--- src/sadc_defs.vh ---
// shared constants for the sampling converter readout control
`ifndef SADC_DEFS_VH
`define SADC_DEFS_VH

// local clock period
`define SADC_CLK_PERIOD_NS 40

// conversion time, timed from the local clock
`define SADC_T_CONVERT_STROBE_N_NS 18000

// convert strobe low to first internal serial clock rising edge
`define SADC_T_FIRST_CLK_NS 2000

// internal serial clock high and low time
`define SADC_T_SBCLK_HALF_NS 410

// lag from serial clock fall to data change, inside the low phase
`define SADC_T_DATA_LAG_NS 200

// result word layout
`define SADC_WORD_BITS 16
`define SADC_WORD_MSB 15
`define SADC_RESULT_RST 16'h0000

// result buffer depth and its pointer width
`define SADC_FIFO_DEPTH 16
`define SADC_FIFO_AW 4

// synchronised pin vector positions
`define SADC_PIN_SBCLK 0
`define SADC_PIN_CONVERT_STROBE_N 1
`define SADC_PIN_CS 2
`define SADC_PIN_SEL 3
`define SADC_PIN_POWER_DOWN_REQUEST 4
`define SADC_PIN_CNT 5

// synchroniser reset levels, one bit per pin position
`define SADC_PIN_RST 5'h0e

`endif

--- src/sadc_fifo.v ---
// result buffer with valid and ready on both sides
`timescale 1ns/10ps
module sadc_fifo #(
	parameter W  = 16,
	parameter D  = 16,
	parameter AW = 4
) (
	// clock and reset
	input  wire         clk_i,
	input  wire         rst_i,
	// filling side
	input  wire         in_valid_i,
	output wire         in_ready_o,
	input  wire [W-1:0] in_data_i,
	// draining side
	output wire         out_valid_o,
	input  wire         out_ready_i,
	output wire [W-1:0] out_data_o
);
	reg [W-1:0] mem [0:D-1];
	reg [AW:0]  wr_q;
	reg [AW:0]  rd_q;
	wire        full;
	wire        empty;
	wire        push;
	wire        pop;

	// honest full and empty from pointers with a wrap bit
	assign empty       = (wr_q == rd_q);
	assign full        = (wr_q[AW-1:0] == rd_q[AW-1:0]) && (wr_q[AW] != rd_q[AW]);
	assign in_ready_o  = ~full;
	assign out_valid_o = ~empty;
	assign push        = in_valid_i & ~full;
	assign pop         = out_ready_i & ~empty;
	assign out_data_o  = mem[rd_q[AW-1:0]];

	// storage write, no reset needed on data
	always @(posedge clk_i) begin
		if (push) begin
			mem[wr_q[AW-1:0]] <= in_data_i;
		end
	end

	// pointer update
	always @(posedge clk_i or posedge rst_i) begin
		if (rst_i) begin
			wr_q <= {(AW+1){1'b0}};
			rd_q <= {(AW+1){1'b0}};
		end else begin
			if (push) begin
				wr_q <= wr_q + {{AW{1'b0}}, 1'b1};
			end
			if (pop) begin
				rd_q <= rd_q + {{AW{1'b0}}, 1'b1};
			end
		end
	end
endmodule

--- src/sadc_top.v ---
// conversion sequencing and serial result readout of the sampling converter
`timescale 1ns/10ps
`include "sadc_defs.vh"

// Operation
// - internal source: drive serial clock pin out
// - external source: pin is input, host clocks
// - chip select high floats driven serial clock
// - serial output carries last completed result
// - internal clock: data stable across both edges
// - chip select high floats serial data
// - conversion always timed by internal clock
// - convert strobe fall holds and starts conversion
// - strobe falls during conversion are ignored
// - internal source: previous result shifts during conversion
// - chip select low enables data and busy; serial clock only with internal source
// - busy low from start to conversion end
// - internal source: transmission only while busy low
// - chip select high floats busy
// - power down request enters low power
// - strobe level at power-up release harmless
// - sixteen bit twos complement, msb first
// - external source: load shifter before busy rises
module sadc_top (
	// clock and reset
	input  wire        MCLK_I,
	input  wire        RST_I,
	// host control pins
	input  wire        CONVERT_STROBE_N_I,
	input  wire        CHIP_SELECT_N_I,
	input  wire        CLOCK_SOURCE_SELECT_I,
	input  wire        POWER_DOWN_REQUEST_I,
	// converter core result, same clock domain
	input  wire [15:0] RESULT_I,
	// serial bit clock pin, two-way
	input  wire        SERIAL_BIT_CLOCK_I,
	output wire        SERIAL_BIT_CLOCK_O,
	output wire        SERIAL_BIT_CLOCK_OE_N_O,
	// serial data pin
	output wire        SERIAL_DATA_O,
	output wire        SERIAL_DATA_OE_N_O,
	// busy pin, low while converting
	output wire        BUSY_O,
	output wire        BUSY_OE_N_O,
	// status
	output wire        SAMPLE_HOLD_O,
	output wire        LOW_POWER_O
);
	////////////////////////////////////////////////////////////////////////////////
	// timing counts derived from the local clock

	localparam [31:0] CONVERT_STROBE_N_CYC  = (`SADC_T_CONVERT_STROBE_N_NS + `SADC_CLK_PERIOD_NS - 1)
		/ `SADC_CLK_PERIOD_NS;
	localparam [31:0] FIRST_CYC = (`SADC_T_FIRST_CLK_NS + `SADC_CLK_PERIOD_NS - 1)
		/ `SADC_CLK_PERIOD_NS;
	localparam [31:0] HALF_CYC  = `SADC_T_SBCLK_HALF_NS / `SADC_CLK_PERIOD_NS;
	localparam [31:0] LAG_CYC   = (`SADC_T_DATA_LAG_NS + `SADC_CLK_PERIOD_NS - 1)
		/ `SADC_CLK_PERIOD_NS;
	localparam [31:0] PER_CYC   = 2 * HALF_CYC;
	localparam [31:0] WORD_MSB  = `SADC_WORD_MSB;

	// counter widths and sized compare values, cut from the wide counts
	localparam [9:0] CONVERT_STROBE_N_LAST  = CONVERT_STROBE_N_CYC[9:0] - 10'h001;
	localparam [6:0] FIRST_LAST = FIRST_CYC[6:0] - 7'h01;
	localparam [4:0] HALF_PH    = HALF_CYC[4:0];
	localparam [4:0] LAG_PH     = LAG_CYC[4:0];
	localparam [4:0] PER_LAST   = PER_CYC[4:0] - 5'h01;
	localparam [4:0] BIT_LAST   = WORD_MSB[4:0];

	// sequencer states
	localparam [1:0] ST_IDLE = 2'h0;
	localparam [1:0] ST_CONVERT_STROBE_N = 2'h1;
	localparam [1:0] ST_PUSH = 2'h2;
	localparam [1:0] ST_LOAD = 2'h3;

	////////////////////////////////////////////////////////////////////////////////
	// pin synchronisers

	wire [`SADC_PIN_CNT-1:0] pin_raw;
	reg  [`SADC_PIN_CNT-1:0] pin_m_q;
	reg  [`SADC_PIN_CNT-1:0] pin_s_q;
	reg                      sbclk_d1_q;
	reg                      convert_strobe_n_d1_q;

	// reset levels follow each pin's idle level: clock low, strobe high,
	// select high, no power down; release then makes no false edge or pulse
	localparam [`SADC_PIN_CNT-1:0] PIN_RST = `SADC_PIN_RST;

	assign pin_raw[`SADC_PIN_SBCLK] = SERIAL_BIT_CLOCK_I;
	assign pin_raw[`SADC_PIN_CONVERT_STROBE_N]  = CONVERT_STROBE_N_I;
	assign pin_raw[`SADC_PIN_CS]    = CHIP_SELECT_N_I;
	assign pin_raw[`SADC_PIN_SEL]   = CLOCK_SOURCE_SELECT_I;
	assign pin_raw[`SADC_PIN_POWER_DOWN_REQUEST]  = POWER_DOWN_REQUEST_I;

	// two flops per pin; the first is read by the second only
	genvar gi;
	generate
		for (gi = 0; gi < `SADC_PIN_CNT; gi = gi + 1) begin : g_sync
			always @(posedge MCLK_I or posedge RST_I) begin
				if (RST_I) begin
					pin_m_q[gi] <= PIN_RST[gi];
					pin_s_q[gi] <= PIN_RST[gi];
				end else begin
					pin_m_q[gi] <= pin_raw[gi];
					pin_s_q[gi] <= pin_m_q[gi];
				end
			end
		end
	endgenerate

	wire sbclk_s = pin_s_q[`SADC_PIN_SBCLK];
	wire convert_strobe_n_n_s = pin_s_q[`SADC_PIN_CONVERT_STROBE_N];
	wire cs_n_s   = pin_s_q[`SADC_PIN_CS];
	wire ext_s    = pin_s_q[`SADC_PIN_SEL];
	wire power_down_request_s   = pin_s_q[`SADC_PIN_POWER_DOWN_REQUEST];

	// edge history taken from the synchronised copies
	always @(posedge MCLK_I or posedge RST_I) begin
		if (RST_I) begin
			sbclk_d1_q <= 1'b0; // idle level of the clock pin
			convert_strobe_n_d1_q  <= 1'b1;
		end else begin
			sbclk_d1_q <= sbclk_s;
			convert_strobe_n_d1_q  <= convert_strobe_n_n_s;
		end
	end

	// a strobe fall is only an edge, never a held low level
	wire convert_strobe_n_fall  = convert_strobe_n_d1_q & ~convert_strobe_n_n_s;
	wire sbclk_rise = ~sbclk_d1_q & sbclk_s;

	////////////////////////////////////////////////////////////////////////////////
	// result buffer between the converter core and the shifter

	reg         push_q;
	wire        fifo_in_ready;
	wire        fifo_out_valid;
	wire [15:0] fifo_out_data;
	reg         fifo_pop;

	sadc_fifo #(
		.W  (`SADC_WORD_BITS),
		.D  (`SADC_FIFO_DEPTH),
		.AW (`SADC_FIFO_AW)
	) u_fifo (
		.clk_i       (MCLK_I),
		.rst_i       (RST_I),
		.in_valid_i  (push_q),
		.in_ready_o  (fifo_in_ready),
		.in_data_i   (RESULT_I),
		.out_valid_o (fifo_out_valid),
		.out_ready_i (fifo_pop),
		.out_data_o  (fifo_out_data)
	);

	////////////////////////////////////////////////////////////////////////////////
	// conversion sequencer

	reg  [1:0] st_q;
	reg  [1:0] st_d;
	reg  [9:0] convert_strobe_n_cnt_q;
	reg        busy_q;
	reg        hold_q;
	reg        lowp_q;
	wire       start;
	wire       convert_strobe_n_done;

	// starts need a real fall, no power down, and an idle sequencer
	assign start     = convert_strobe_n_fall & ~power_down_request_s & (st_q == ST_IDLE);
	assign convert_strobe_n_done = (st_q == ST_CONVERT_STROBE_N) && (convert_strobe_n_cnt_q == CONVERT_STROBE_N_LAST);

	// next state; a full buffer holds the sequencer in the push state
	// the load state drains the buffer so the newest word ends in the shifter
	always @* begin
		st_d = st_q;
		case (st_q)
			ST_IDLE: begin
				if (start) begin
					st_d = ST_CONVERT_STROBE_N;
				end
			end
			ST_CONVERT_STROBE_N: begin
				if (convert_strobe_n_done) begin
					st_d = ST_PUSH;
				end
			end
			ST_PUSH: begin
				if (fifo_in_ready) begin
					st_d = ext_s ? ST_LOAD : ST_IDLE;
				end
			end
			ST_LOAD: begin
				if (!fifo_out_valid) begin
					st_d = ST_IDLE; // newest word loaded last
				end
			end
			default: begin
				st_d = ST_IDLE;
			end
		endcase
	end

	// state, conversion timer, push strobe, busy and hold
	always @(posedge MCLK_I or posedge RST_I) begin
		if (RST_I) begin
			st_q       <= ST_IDLE;
			convert_strobe_n_cnt_q <= 10'h000;
			push_q     <= 1'b0;
			busy_q     <= 1'b1;
			hold_q     <= 1'b0;
			lowp_q     <= 1'b0;
		end else begin
			st_q       <= st_d;
			convert_strobe_n_cnt_q <= (st_q == ST_CONVERT_STROBE_N) ? convert_strobe_n_cnt_q + 10'h001 : 10'h000;
			push_q     <= (st_d == ST_PUSH) & ~(push_q & fifo_in_ready);
			busy_q     <= (st_d == ST_IDLE);
			hold_q     <= (st_d == ST_CONVERT_STROBE_N);
			lowp_q     <= power_down_request_s & (st_q == ST_IDLE);
		end
	end

	////////////////////////////////////////////////////////////////////////////////
	// internal serial clock generator, runs only inside a conversion

	reg  [6:0] lead_cnt_q;
	reg  [4:0] ph_q;
	reg  [4:0] bit_q;
	reg        ser_on_q;
	reg        sbclk_q;
	wire       int_run = ~ext_s & (st_q == ST_CONVERT_STROBE_N);
	wire       ph_end  = (ph_q == PER_LAST);
	wire       lag_hit = ser_on_q & (ph_q == LAG_PH) & (bit_q != 5'h00);

	// lead time, then sixteen periods of low half and high half
	always @(posedge MCLK_I or posedge RST_I) begin
		if (RST_I) begin
			lead_cnt_q <= 7'h00;
			ph_q       <= 5'h00;
			bit_q      <= 5'h00;
			ser_on_q   <= 1'b0;
			sbclk_q    <= 1'b0;
		end else if (!int_run) begin
			lead_cnt_q <= 7'h00;
			ph_q       <= 5'h00;
			bit_q      <= 5'h00;
			ser_on_q   <= 1'b0;
			sbclk_q    <= 1'b0;
		end else if (!ser_on_q) begin
			if (lead_cnt_q == FIRST_LAST) begin
				ser_on_q <= (bit_q == 5'h00);
			end else begin
				lead_cnt_q <= lead_cnt_q + 7'h01;
			end
		end else begin
			ph_q    <= ph_end ? 5'h00 : ph_q + 5'h01;
			sbclk_q <= (ph_q == HALF_PH - 5'h01) ? 1'b1 : (ph_end ? 1'b0 : sbclk_q);
			if (ph_end) begin
				if (bit_q == BIT_LAST) begin
					ser_on_q <= 1'b0; // last fall, clock parks low while busy
					bit_q    <= 5'h10;
				end else begin
					bit_q <= bit_q + 5'h01;
				end
			end
		end
	end

	////////////////////////////////////////////////////////////////////////////////
	// output shifter

	reg  [15:0] sh_q;
	reg  [15:0] last_q;
	reg         data_q;
	wire        int_load = start & ~ext_s;
	wire        ext_load = (st_q == ST_LOAD) & fifo_out_valid;

	// pop the head word when a load is made
	// a word left over from internal mode is drained before the newest one
	always @* begin
		fifo_pop = int_load | ext_load;
		if (int_load & ~fifo_out_valid) begin
			fifo_pop = 1'b0;
		end
	end

	// load, then shift msb first; a start without a new word replays the last one
	always @(posedge MCLK_I or posedge RST_I) begin
		if (RST_I) begin
			sh_q   <= `SADC_RESULT_RST;
			last_q <= `SADC_RESULT_RST;
		end else if (int_load) begin
			sh_q   <= fifo_out_valid ? fifo_out_data : last_q;
			last_q <= fifo_out_valid ? fifo_out_data : last_q;
		end else if (ext_load) begin
			sh_q   <= fifo_out_data;
			last_q <= fifo_out_data;
		end else if (ext_s & sbclk_rise) begin
			sh_q <= {sh_q[14:0], 1'b0};
		end else if (~ext_s & lag_hit) begin
			sh_q <= {sh_q[14:0], 1'b0}; // change mid low phase only
		end
	end

	// data pin register follows the shifter msb
	always @(posedge MCLK_I or posedge RST_I) begin
		if (RST_I) begin
			data_q <= 1'b0;
		end else begin
			data_q <= sh_q[`SADC_WORD_MSB];
		end
	end

	////////////////////////////////////////////////////////////////////////////////
	// output enables from chip select and clock source

	reg data_oe_n_q;
	reg busy_oe_n_q;
	reg sbclk_oe_n_q;

	// chip select gates drivers only, never conversions
	always @(posedge MCLK_I or posedge RST_I) begin
		if (RST_I) begin
			data_oe_n_q  <= 1'b1;
			busy_oe_n_q  <= 1'b1;
			sbclk_oe_n_q <= 1'b1;
		end else begin
			data_oe_n_q  <= cs_n_s;
			busy_oe_n_q  <= cs_n_s;
			sbclk_oe_n_q <= cs_n_s | ext_s;
		end
	end

	////////////////////////////////////////////////////////////////////////////////
	// output drive

	assign SERIAL_BIT_CLOCK_O      = sbclk_q;
	assign SERIAL_BIT_CLOCK_OE_N_O = sbclk_oe_n_q;
	assign SERIAL_DATA_O           = data_q;
	assign SERIAL_DATA_OE_N_O      = data_oe_n_q;
	assign BUSY_O                  = busy_q;
	assign BUSY_OE_N_O             = busy_oe_n_q;
	assign SAMPLE_HOLD_O           = hold_q;
	assign LOW_POWER_O             = lowp_q;
endmodule

--- config.mk ---
export PLATFORM = sky130hd
export DESIGN_NAME = sadc_top
export DESIGN_NICKNAME = d
export VERILOG_FILES = /design/src/sadc_fifo.v /design/src/sadc_top.v
export VERILOG_INCLUDE_DIRS = /design/src /design/src/src
export SDC_FILE = /design/constraint.sdc
export NUM_CORES = 1
export LEC_CHECK = 0
export BUFFER_PORTS_ARGS = -buffer_cell sky130_fd_sc_hd__buf_4
export CAP_MARGIN = 10
export CORE_ASPECT_RATIO = 1.2
export CORE_MARGIN = 1.5
export CORE_UTILIZATION = 50
export CTS_CLUSTER_DIAMETER = 80
export CTS_CLUSTER_SIZE = 28
export DETAILED_ROUTE_END_ITERATION = 6
export PLACE_DENSITY = 0.69
export SLEW_MARGIN = 25
export SYNTH_ARGS = -nofsm -noshare
export SYNTH_HDL_FRONTEND = slang
export SYNTH_HIERARCHICAL = 1
export SYNTH_SLANG_ARGS = --single-unit
--- constraint.sdc ---
create_clock -name MCLK_I -period 8.5 [get_ports MCLK_I]
set_input_delay 0 -clock MCLK_I [delete_from_list [all_inputs] [get_ports MCLK_I]]
set_output_delay 0 -clock MCLK_I [all_outputs]
set_load 0.005 [all_outputs]
==> results of run 1 <==
[synthesized netlist by cell type (3+ instances only)]
cell type  number  area [um^2]
inv_1          17        63.81
clkbuf_1       11        41.29
dfstp_2        10        262.8
buf_2          17        85.08
xor2_1          9        78.83
nor2b_1         4        25.02
ha_1           14        175.2
o211ai_1        3        22.52
nand2b_1        4        25.02
a221o_1        15        150.1
nand4_1         7        43.79
nand3_1         5        25.02
a21oi_1        12        60.06
buf_4           4        30.03
nand2_1        68        255.2
o21ai_0        12        60.06
xnor2_1        14        122.6
mux4_2         64         1441
nor3_1          8        40.04
dfrtp_1        82         2052
edfxtp_1      256         7687
or2_2           3        18.77
and3_1         20        125.1
nor2_1         59        221.5
o22ai_1        32        200.2
mux2_2         17        191.4
or3_1           4        25.02
nor3b_1         3        22.52
buf_6           7        78.83
[routing by layer]
metal	vias to the layer above	GRT usage, %
met3	49	2.531
met5	-	0
met1	3747	26.53
met2	201	31.52
li1	3272	-
met4	0	5.458
[worst paths after layout]
kind	from	end	slack [ns]	depth (start not counted)
worst max-delay path	u_fifo/rd_q[0]	sh_q[15]	4.71	9
worst min-delay path	RST_I	u_fifo/rd_q[4]	0.04	3
worst max register to register	u_fifo/rd_q[0]	sh_q[15]	4.71	9
worst min register to register	pin_m_q[2]	cs_n_s	0.36	0
max in group asynchronous	RST_I	lead_cnt_q[5]	7.77	4
min in group MCLK_I	SERIAL_BIT_CLOCK_I	pin_m_q[0]	0.13	2
[through the flow]
step	instances	total power, mW	setup slack (ns)	hold WS, ns
global route	1258	2.995	4.414	0.06616
CTS	1257	2.923	4.649	0.02393
finish	1258	2.888	4.709	0.04427
detailed placement	1205	1.985	4.656	0.04117
global placement	1205	1.981	4.803	0.03537
floorplan	821	1.947	5.810	-0.1598
[worst max-delay path: cells and delay by family (launching register included)]
kind	cells	cell delay (ns)
DFF	1	0.35
buffers and inverters	2	0.96
xor gates and xnor gates	1	0.21
and+or+nand+nor	3	1.05
AOI/OAI and AO/OA	2	0.81
muxes	1	0.27
[flip-flops by register name (all words and copies together), names as in the netlist, 2 cells and up]
signal                  count
sh_q                       16
st_q                        2
u_fifo/mem                256
u_fifo/wr_q                 5
convert_strobe_n_cnt_q     10
lead_cnt_q                  7
pin_m_q                     5
last_q                     16
ph_q                        5
bit_q                       5
u_fifo/rd_q                 5
[final cells by class]
cell class / count / area, um^2 / share of cell area (%)
sequential: 348 / 10010 / 64.83
clock inverter: 5 / 81.33 / 0.5269
antenna: 1 / 2.502 / 0.01621
timing repair buffer: 73 / 606.8 / 3.932
tap: 374 / 467.9 / 3.032
clock buffer: 25 / 455.4 / 2.951
multi-input combinational: 414 / 3745 / 24.26
inverter: 18 / 68.82 / 0.4458
[where the power goes]
group | internal, mW | leakage (nW) | switching, mW
Combinational | 0.0370 | 1.63 | 0.0486
Sequential | 1.85 | 3.51 | 0.0239
Clock | 0.409 | 0.259 | 0.524
Total | 2.29 | 5.40 | 0.597
[logic make-up after synthesis]
group	count (synthesis)	share of synthesized area [%]
adder cells (fa/ha/maj)	14	1.250
flip-flops	348	71.38
XOR/XNOR	24	1.554
multiplexers	81	11.65
AO/OA/AOI/OAI	91	4.643
buffers and inverters	59	2.295
AND/OR/NAND/NOR	204	7.224
==> flow_metrics.tcl, run 1 <==
set metrics [dict create \
    htreeDepth 1 \
    met1_length_um 11590 \
    via_per_inst 5.778 \
    dp_hpwl_um 15560 \
    grtUsageTotal_pct 19.01 \
    antenna_found_initial 1 \
    ys_seq_elements 348 \
    syn_nets 858 \
    clk_pin_slew_ns 0.11 \
    worstPathArrival_ns 4.19 \
    peakVddDrop_mv 0.1420 \
    worstPathRequired_ns 8.90 \
    vias 7269 \
    ios 31 \
    maxSlewViolCount 0 \
    post-route-period-util_pct 44.60 \
    relSlewSlack_pct 25.42 \
    cts_buffers 17 \
    grt_pass1_vias 7311 \
    cts_setup_buffers 0 \
    layout_commonest_cell "edfxtp_1" \
    clk_path_buf_depth 3 \
    met2_length_um 13460 \
    crit_chain "buf_4, xnor2_1, nand4_2, nand2b_1, and3_4, a31oi_4, inv_2, a221o_1, mux2_2" \
    port_buffers 30 \
    clk_latency_ns 0.52 \
    min_path_type "input port to asynchronous set/reset pin" \
    yosys_warnings 6 \
    clock_sinks 348 \
    final_area_mm2 0.01543 \
    gr-total-overflow 0 \
    netlist-cell-type-count 61 \
    placementRows 66 \
    power.leakage_nw 5.397 \
    drv_cap 0 \
    die_area_mm2 0.02904 \
    ys.flop_type "edfxtp_1" \
    status "complete, no violations" \
    syn_area_mm2 0.01401 \
    fp.dieH_um 186.4 \
    cp-end-kind "flop" \
    hold_viol_final 0 \
    wl_per_cell_um 21.57 \
    gp_congestion 0.7323 \
    setup_viol 0 \
    final_cell_mix "edfxtp_1, dfrtp_1, nand2_1" \
    ys_seq_area_share_pct 71.38 \
    fillers 2104 \
    die_w_um 155.8 \
    rsz0062_at_grt "no" \
    ctsResizeCount 0 \
    cp_max_fo 38 \
    async_flop_share_pct 26.44 \
    dr.pass1.iters 5 \
    cts_tree "yes" \
    drt_iter0_drc 554 \
    coreArea_mm2 0.02733 \
    cellPowerDensity_mw_per_mm2 187.1 \
    crit_slowest_cell "buf_4" \
    synth_edf_count 256 \
    cts_hold_buf 22 \
    grt_max_degree 83 \
    initial_core_util_pct 51.26 \
    grt_pass1_wl_um 41830 \
    fin_tns_setup_ns 0 \
    root_buffer "clkbuf_16" \
    avgSynthCellArea_um2 17.07 \
    postLayoutCoreUtil_pct 56.47 \
    syn_inst 821 \
    final.min_clock_period_ns 3.791 \
    skew_ns 0.03300 \
    routed.top_layer "met4" \
    wl_met3_um 1452 \
    routed_wl_um 27140 \
    drc 0 \
    ant_nets 0 \
    criticalPathCategory "flop to flop" \
    drive_gt1_share_pct 22.31 \
    dpl-instance-area_mm2 0.01467 \
    fmax_mhz 263.8 \
    area_growth_pct 10.15 \
    critical_path.startpoint_type "flop" \
    nNetsFinal 909 \
    worst_slew_pin_slew_ns 1.119 \
    slowest_delay_ns 0.59 \
]
Note: power is estimated with default switching activity, not from simulation.
==> run 2: changes to the inputs <==
==> constraint.sdc (replaced) <==
create_clock -name MCLK_I -period 3.63 [get_ports MCLK_I]
set_input_delay 0 -clock MCLK_I [delete_from_list [all_inputs] [get_ports MCLK_I]]
set_output_delay 0 -clock MCLK_I [all_outputs]
set_load 0.005 [all_outputs]
==> flow_metrics.tcl, run 2 (synthesis results as in run 1) <==
set metrics [dict create \
    grtUsageTotal_pct 19.13 \
    drive_gt1_share_pct 22.75 \
    drv_cap 0 \
    fin_cells 1262 \
    gp_congestion 0.7627 \
    cp_max_fo 37 \
    relSlewSlack_pct 34.86 \
    comb_power_share_pct 3.0 \
    crit_slowest_cell "nand2b_1" \
    largest_reg_flops 256 \
    layout_commonest_cell "edfxtp_1" \
    ctsResizeCount 0 \
    ant_nets 0 \
    placementRows 66 \
    routed_wl_um 26850 \
    antenna_found_initial 0 \
    fmax_mhz 378.2 \
    power.leakage_nw 5.420 \
    clk_path_buf_depth 3 \
    ios 31 \
    clk_pin_slew_ns 0.11 \
    skew_ns 0.01957 \
    die_w_um 155.8 \
    drt_iter0_drc 499 \
    worstPathArrival_ns 3.05 \
    cp-end-kind "flop" \
    port_buffers 30 \
    grtUsageMet3_pct 2.415 \
    min_path_type "input port to asynchronous set/reset pin" \
    htreeDepth 1 \
    dp_hpwl_um 16110 \
    p_switching_mw 1.385 \
    wl_per_cell_um 21.27 \
    criticalPathCategory "flop to flop" \
    dr.pass1.iters 5 \
    root_buffer "clkbuf_16" \
    hold_viol_final 0 \
    maxSlewViolCount 0 \
    slowest_delay_ns 0.61 \
    grt_max_degree 68 \
    cellPowerDensity_mw_per_mm2 435.7 \
    worst_hold_slack_ns 0.06517 \
    met1_usage_pct 27.86 \
    final.min_clock_period_ns 2.644 \
    dpl.cell_count 1211 \
    p_seq_share_pct 64.8 \
    grt_pass1_wl_um 42880 \
    setup_viol 0 \
    initial_core_util_pct 51.26 \
    status "complete, no violations" \
    area_growth_pct 10.54 \
    fp.dieH_um 186.4 \
    swShare_pct 20.52 \
    clock_sinks 348 \
    internal_power_mw 5.363 \
    final_cell_mix "edfxtp_1, dfrtp_1, nand2_1" \
    diodes 0 \
    clk_latency_ns 0.51 \
    cts_buffers 17 \
    rsz0062_at_grt "no" \
    gr-total-overflow 0 \
    vias 7248 \
    crit_chain "buf_4, nand2b_1, o22ai_1, nor2_1, a221o_1, mux2_2" \
    worst_slew_pin_slew_ns 0.9771 \
    critical_path.startpoint_type "flop" \
    busiest_layer "met2" \
    coreArea_mm2 0.02733 \
    drc 0 \
    grt_pass1_vias 7249 \
    nNetsFinal 915 \
    clkPwrFrac_pct 32.2 \
    post-route-period-util_pct 72.85 \
    worstPathRequired_ns 4.03 \
    die_area_mm2 0.02904 \
    cts_tree "yes" \
    use_met2_pct 31.28 \
    fin_tns_setup_ns 0 \
    peakVddDrop_mv 0.4084 \
    via_per_inst 5.743 \
]
==> run 2: worst paths after layout <==
path,cells past startpoint,slack (ns),end,startpoint
max,6,0.99,sh_q[13],u_fifo/rd_q[2]
min,3,0.07,u_fifo/rd_q[1],RST_I
max reg2reg,6,0.99,sh_q[13],u_fifo/rd_q[2]
min reg2reg,0,0.36,power_down_request_s,pin_m_q[4]
max in group asynchronous,4,2.63,last_q[13],RST_I
min in group MCLK_I,2,0.14,pin_m_q[3],CLOCK_SOURCE_SELECT_I
==> run 2: routing by layer <==
layer / vias to the layer above / part of all wire, %
li1: 3267 / -
met1: 3776 / 44
met2: 178 / 50
met3: 27 / 4.8
met4: 0 / 1.4
met5: - / 0
==> run 2: metrics by stage <==
step | total power [mW] | utilization (%) | cell area [um^2] | worst slack (ns)
floorplan | 4.559 | - | 14010 | 0.9396
global placement | 4.643 | 53.90 | 14730 | 1.059
detailed placement | 4.651 | 53.90 | 14730 | 0.9988
CTS | 6.811 | 56.66 | 15490 | 0.9725
global route | 6.992 | 56.66 | 15490 | 0.7788
finish | 6.748 | 56.66 | 15490 | 0.9857
==> run 2: power by group through the flow <==
stage	registers [mW]	logic [mW]	clock network, mW
floorplan	4.45	0.107	0
CTS	4.38	0.206	2.23
detailed placement	4.46	0.188	0
global route	4.39	0.233	2.37
finish	4.38	0.202	2.17
global placement	4.46	0.179	0
==> run 2: layout make-up <==
| type | count | area [um^2] |
|---|---|---|
| Clock buffer | 26 | 480.5 |
| Tap cell | 374 | 467.9 |
| Multi-Input combinational cell | 414 | 3736 |
| Fill cell | 2075 | 11850 |
| Sequential cell | 348 | 10010 |
| Inverter | 18 | 70.07 |
| Clock inverter | 3 | 53.80 |
| Timing Repair Buffer | 79 | 673.1 |
==> run 2: what timing repair did <==
| item | 4_1_cts | 5_1_grt |
|---|---|---|
| hold endpoints to repair | 316 | 0 |
| setup endpoints to repair | 0 | 0 |
| setup buffers | 0 | 0 |
| hold buffers | 22 | 0 |
==> run 2: worst max-delay path: cells and delay by family (launching register included) <==
family          cells  cell delay, ns
mux                 1            0.26
flops               1            0.40
buf+inv             1            0.49
simple gates        2            0.71
compound gates      2            0.66
==> run 3: changes to the inputs <==
--- a/config.mk
+++ b/config.mk
@@ -6,6 +6,7 @@
 export SDC_FILE = /design/constraint.sdc
 export NUM_CORES = 1
 export LEC_CHECK = 0
+export ABC_AREA = 1
 export BUFFER_PORTS_ARGS = -buffer_cell sky130_fd_sc_hd__buf_4
 export CAP_MARGIN = 10
 export CORE_ASPECT_RATIO = 1.2
==> constraint.sdc (replaced) <==
create_clock -name MCLK_I -period 2.5 [get_ports MCLK_I]
set_input_delay 0 -clock MCLK_I [delete_from_list [all_inputs] [get_ports MCLK_I]]
set_output_delay 0 -clock MCLK_I [all_outputs]
set_load 0.005 [all_outputs]
==> flow_metrics.tcl, run 3 <==
set metrics [dict create \
    ys_seq_area_share_pct 65.92 \
    coreArea_mm2 0.02970 \
    ctsResizeCount 0 \
    wl_per_cell_um 17.19 \
    critical_path.startpoint_type "flop" \
    clock_sinks 348 \
    ys_seq_elements 348 \
    hold_viol_final 0 \
    drc 0 \
    power.leakage_nw 6.717 \
    worst_hold_slack_ns 0.06029 \
    avgSynthCellArea_um2 10.12 \
    root_buffer "clkbuf_16" \
    placementRows 69 \
    largest_reg_flops 256 \
    min_path_type "input port to asynchronous set/reset pin" \
    dp_hpwl_um 19610 \
    synth_edf_count 256 \
    dr.pass1.iters 5 \
    synth_most_common_cell "nand2_1" \
    postLayoutCoreUtil_pct 56.62 \
    clk_pin_slew_ns 0.11 \
    yosys-top-cells-count "nand2_1, edfxtp_1, nor2_1" \
    cts_tree "yes" \
    worstPathArrival_ns 2.67 \
    clk_latency_ns 0.52 \
    cts_hold_buf 22 \
    cp-end-kind "flop" \
    final_cell_mix "nand2_1, edfxtp_1, nor2_1" \
    antenna_found_initial 0 \
    async_flop_share_pct 26.44 \
    netlist-cell-type-count 39 \
    fin_cells 1939 \
    drv_cap 0 \
    cts_buffers 16 \
    yosys-top-cells-area "edfxtp_1, dfrtp_1, nand2_1, nor2_1, o21ai_0" \
    rsz0062_at_grt "no" \
    worst_slew_pin_slew_ns 0.8395 \
    fin_tns_setup_ns 0 \
    status "complete, no violations" \
    peakVddDrop_mv 0.5381 \
    fmax_mhz 450.2 \
    yosysTopAreaCell "edfxtp_1" \
    routed_wl_um 33340 \
    setup_viol 0 \
    area_growth_pct 10.83 \
    via_per_inst 5.378 \
    maxSlewViolCount 0 \
    slowest_delay_ns 0.50 \
    ant_nets 0 \
    initial_core_util_pct 51.09 \
    grtUsageTotal_pct 21.80 \
    syn_inst 1500 \
    relSlewSlack_pct 43.97 \
    crit_top_cell "nand2_1" \
    fp.dieH_um 193.8 \
    die_w_um 162.0 \
    syn_area_mm2 0.01517 \
    diodes 0 \
    drt_iter0_drc 975 \
    grt_max_degree 77 \
    gr-total-overflow 0 \
    netlist.area_leader.share_pct 50.66 \
    ios 31 \
    skew_ns 0.02078 \
    cp_max_fo 32 \
    die_area_mm2 0.03141 \
    vias 10430 \
    setup_slack_ns 0.2789 \
    crit_slowest_cell "dfrtp_4" \
    post-route-period-util_pct 88.85 \
    criticalPathCategory "flop to flop" \
    cts_setup_buffers 0 \
    grt_pass1_vias 10110 \
    gp_congestion 0.7936 \
    crit_chain "clkinv_2, nand2_1, nand2_1, nor2_4, nand3_2, nand3_4, nand2_4, nor2_8, nand2_1, nand2_1" \
    dpl.cell_count 1889 \
    grt_pass1_wl_um 54060 \
    place_ws_ns 0.3323 \
    layout_commonest_cell "nand2_1" \
    worstPathRequired_ns 2.95 \
    clk_path_buf_depth 3 \
    yosys_warnings 6 \
    htreeDepth 1 \
    drive_gt1_share_pct 7.876 \
    syn_nets 1537 \
    ys.flop_type "edfxtp_1" \
    cellPowerDensity_mw_per_mm2 581.0 \
    nNetsFinal 1576 \
    port_buffers 30 \
    final.min_clock_period_ns 2.221 \
]
## run 3: report_power, final
group / internal [mW] / switching [mW] / leakage [nW]
Combinational: 0.128 / 0.234 / 2.96
Sequential: 6.27 / 0.0597 / 3.52
Clock: 1.36 / 1.72 / 0.239
## run 3: final timing paths
path / startpoint / slack, ns / cells after the start / endpoint
max: u_fifo/rd_q[0] / 0.28 / 10 / sh_q[7]
min: RST_I / 0.06 / 3 / u_fifo/rd_q[2]
max reg2reg: u_fifo/rd_q[0] / 0.28 / 10 / sh_q[7]
min reg2reg: pin_m_q[4] / 0.36 / 0 / power_down_request_s
max in group asynchronous: RST_I / 1.55 / 4 / ext_s
min in group MCLK_I: SERIAL_BIT_CLOCK_I / 0.14 / 2 / pin_m_q[0]
## run 3: final cells by class
type | instances | area (um^2)
fill | 2483 | 12880
sequential | 348 | 10010
multi-input combinational | 996 | 4493
timing repair buffer | 86 | 988.4
tap | 390 | 488.0
clock buffer | 26 | 480.5
inverter | 91 | 344.1
clock inverter | 2 | 15.01
## run 3: kinds of logic (layout without fill, tap and decap cells)
family	count (synthesis)	in the layout	share of synthesized area [%]
buffers and inverters	156	205	4.469
DFF	348	348	65.92
AOI/OAI and AO/OA	192	192	6.663
and+or+nand+nor	776	776	20.99
adders and majority gates	14	14	1.154
xor gates and xnor gates	14	14	0.8081
## run 3: metrics by stage
stage	cell area, um^2	total power, mW
after detailed placement	16100	6.799
after floorplan	15170	6.637
after global routing	16820	10.10
final	16820	9.770
after CTS	16820	9.848
after global placement	16100	6.783
## run 3: layer usage
layer  global-route usage, %  up-vias  wire length (um)
met2                   37.28      310             16450
li1                        -     5053                 -
met5                       0        -                 0
met4                   5.674        0               736
met3                   2.011       55              1635
met1                   30.02     5010             14520
## run 3: worst max-delay path, delay by kind of cell, from the launching register on
family                 cells  cell delay, ns
AND/OR/NAND/NOR            9            1.41
flip-flops                 1            0.50
buffers and inverters      1            0.24
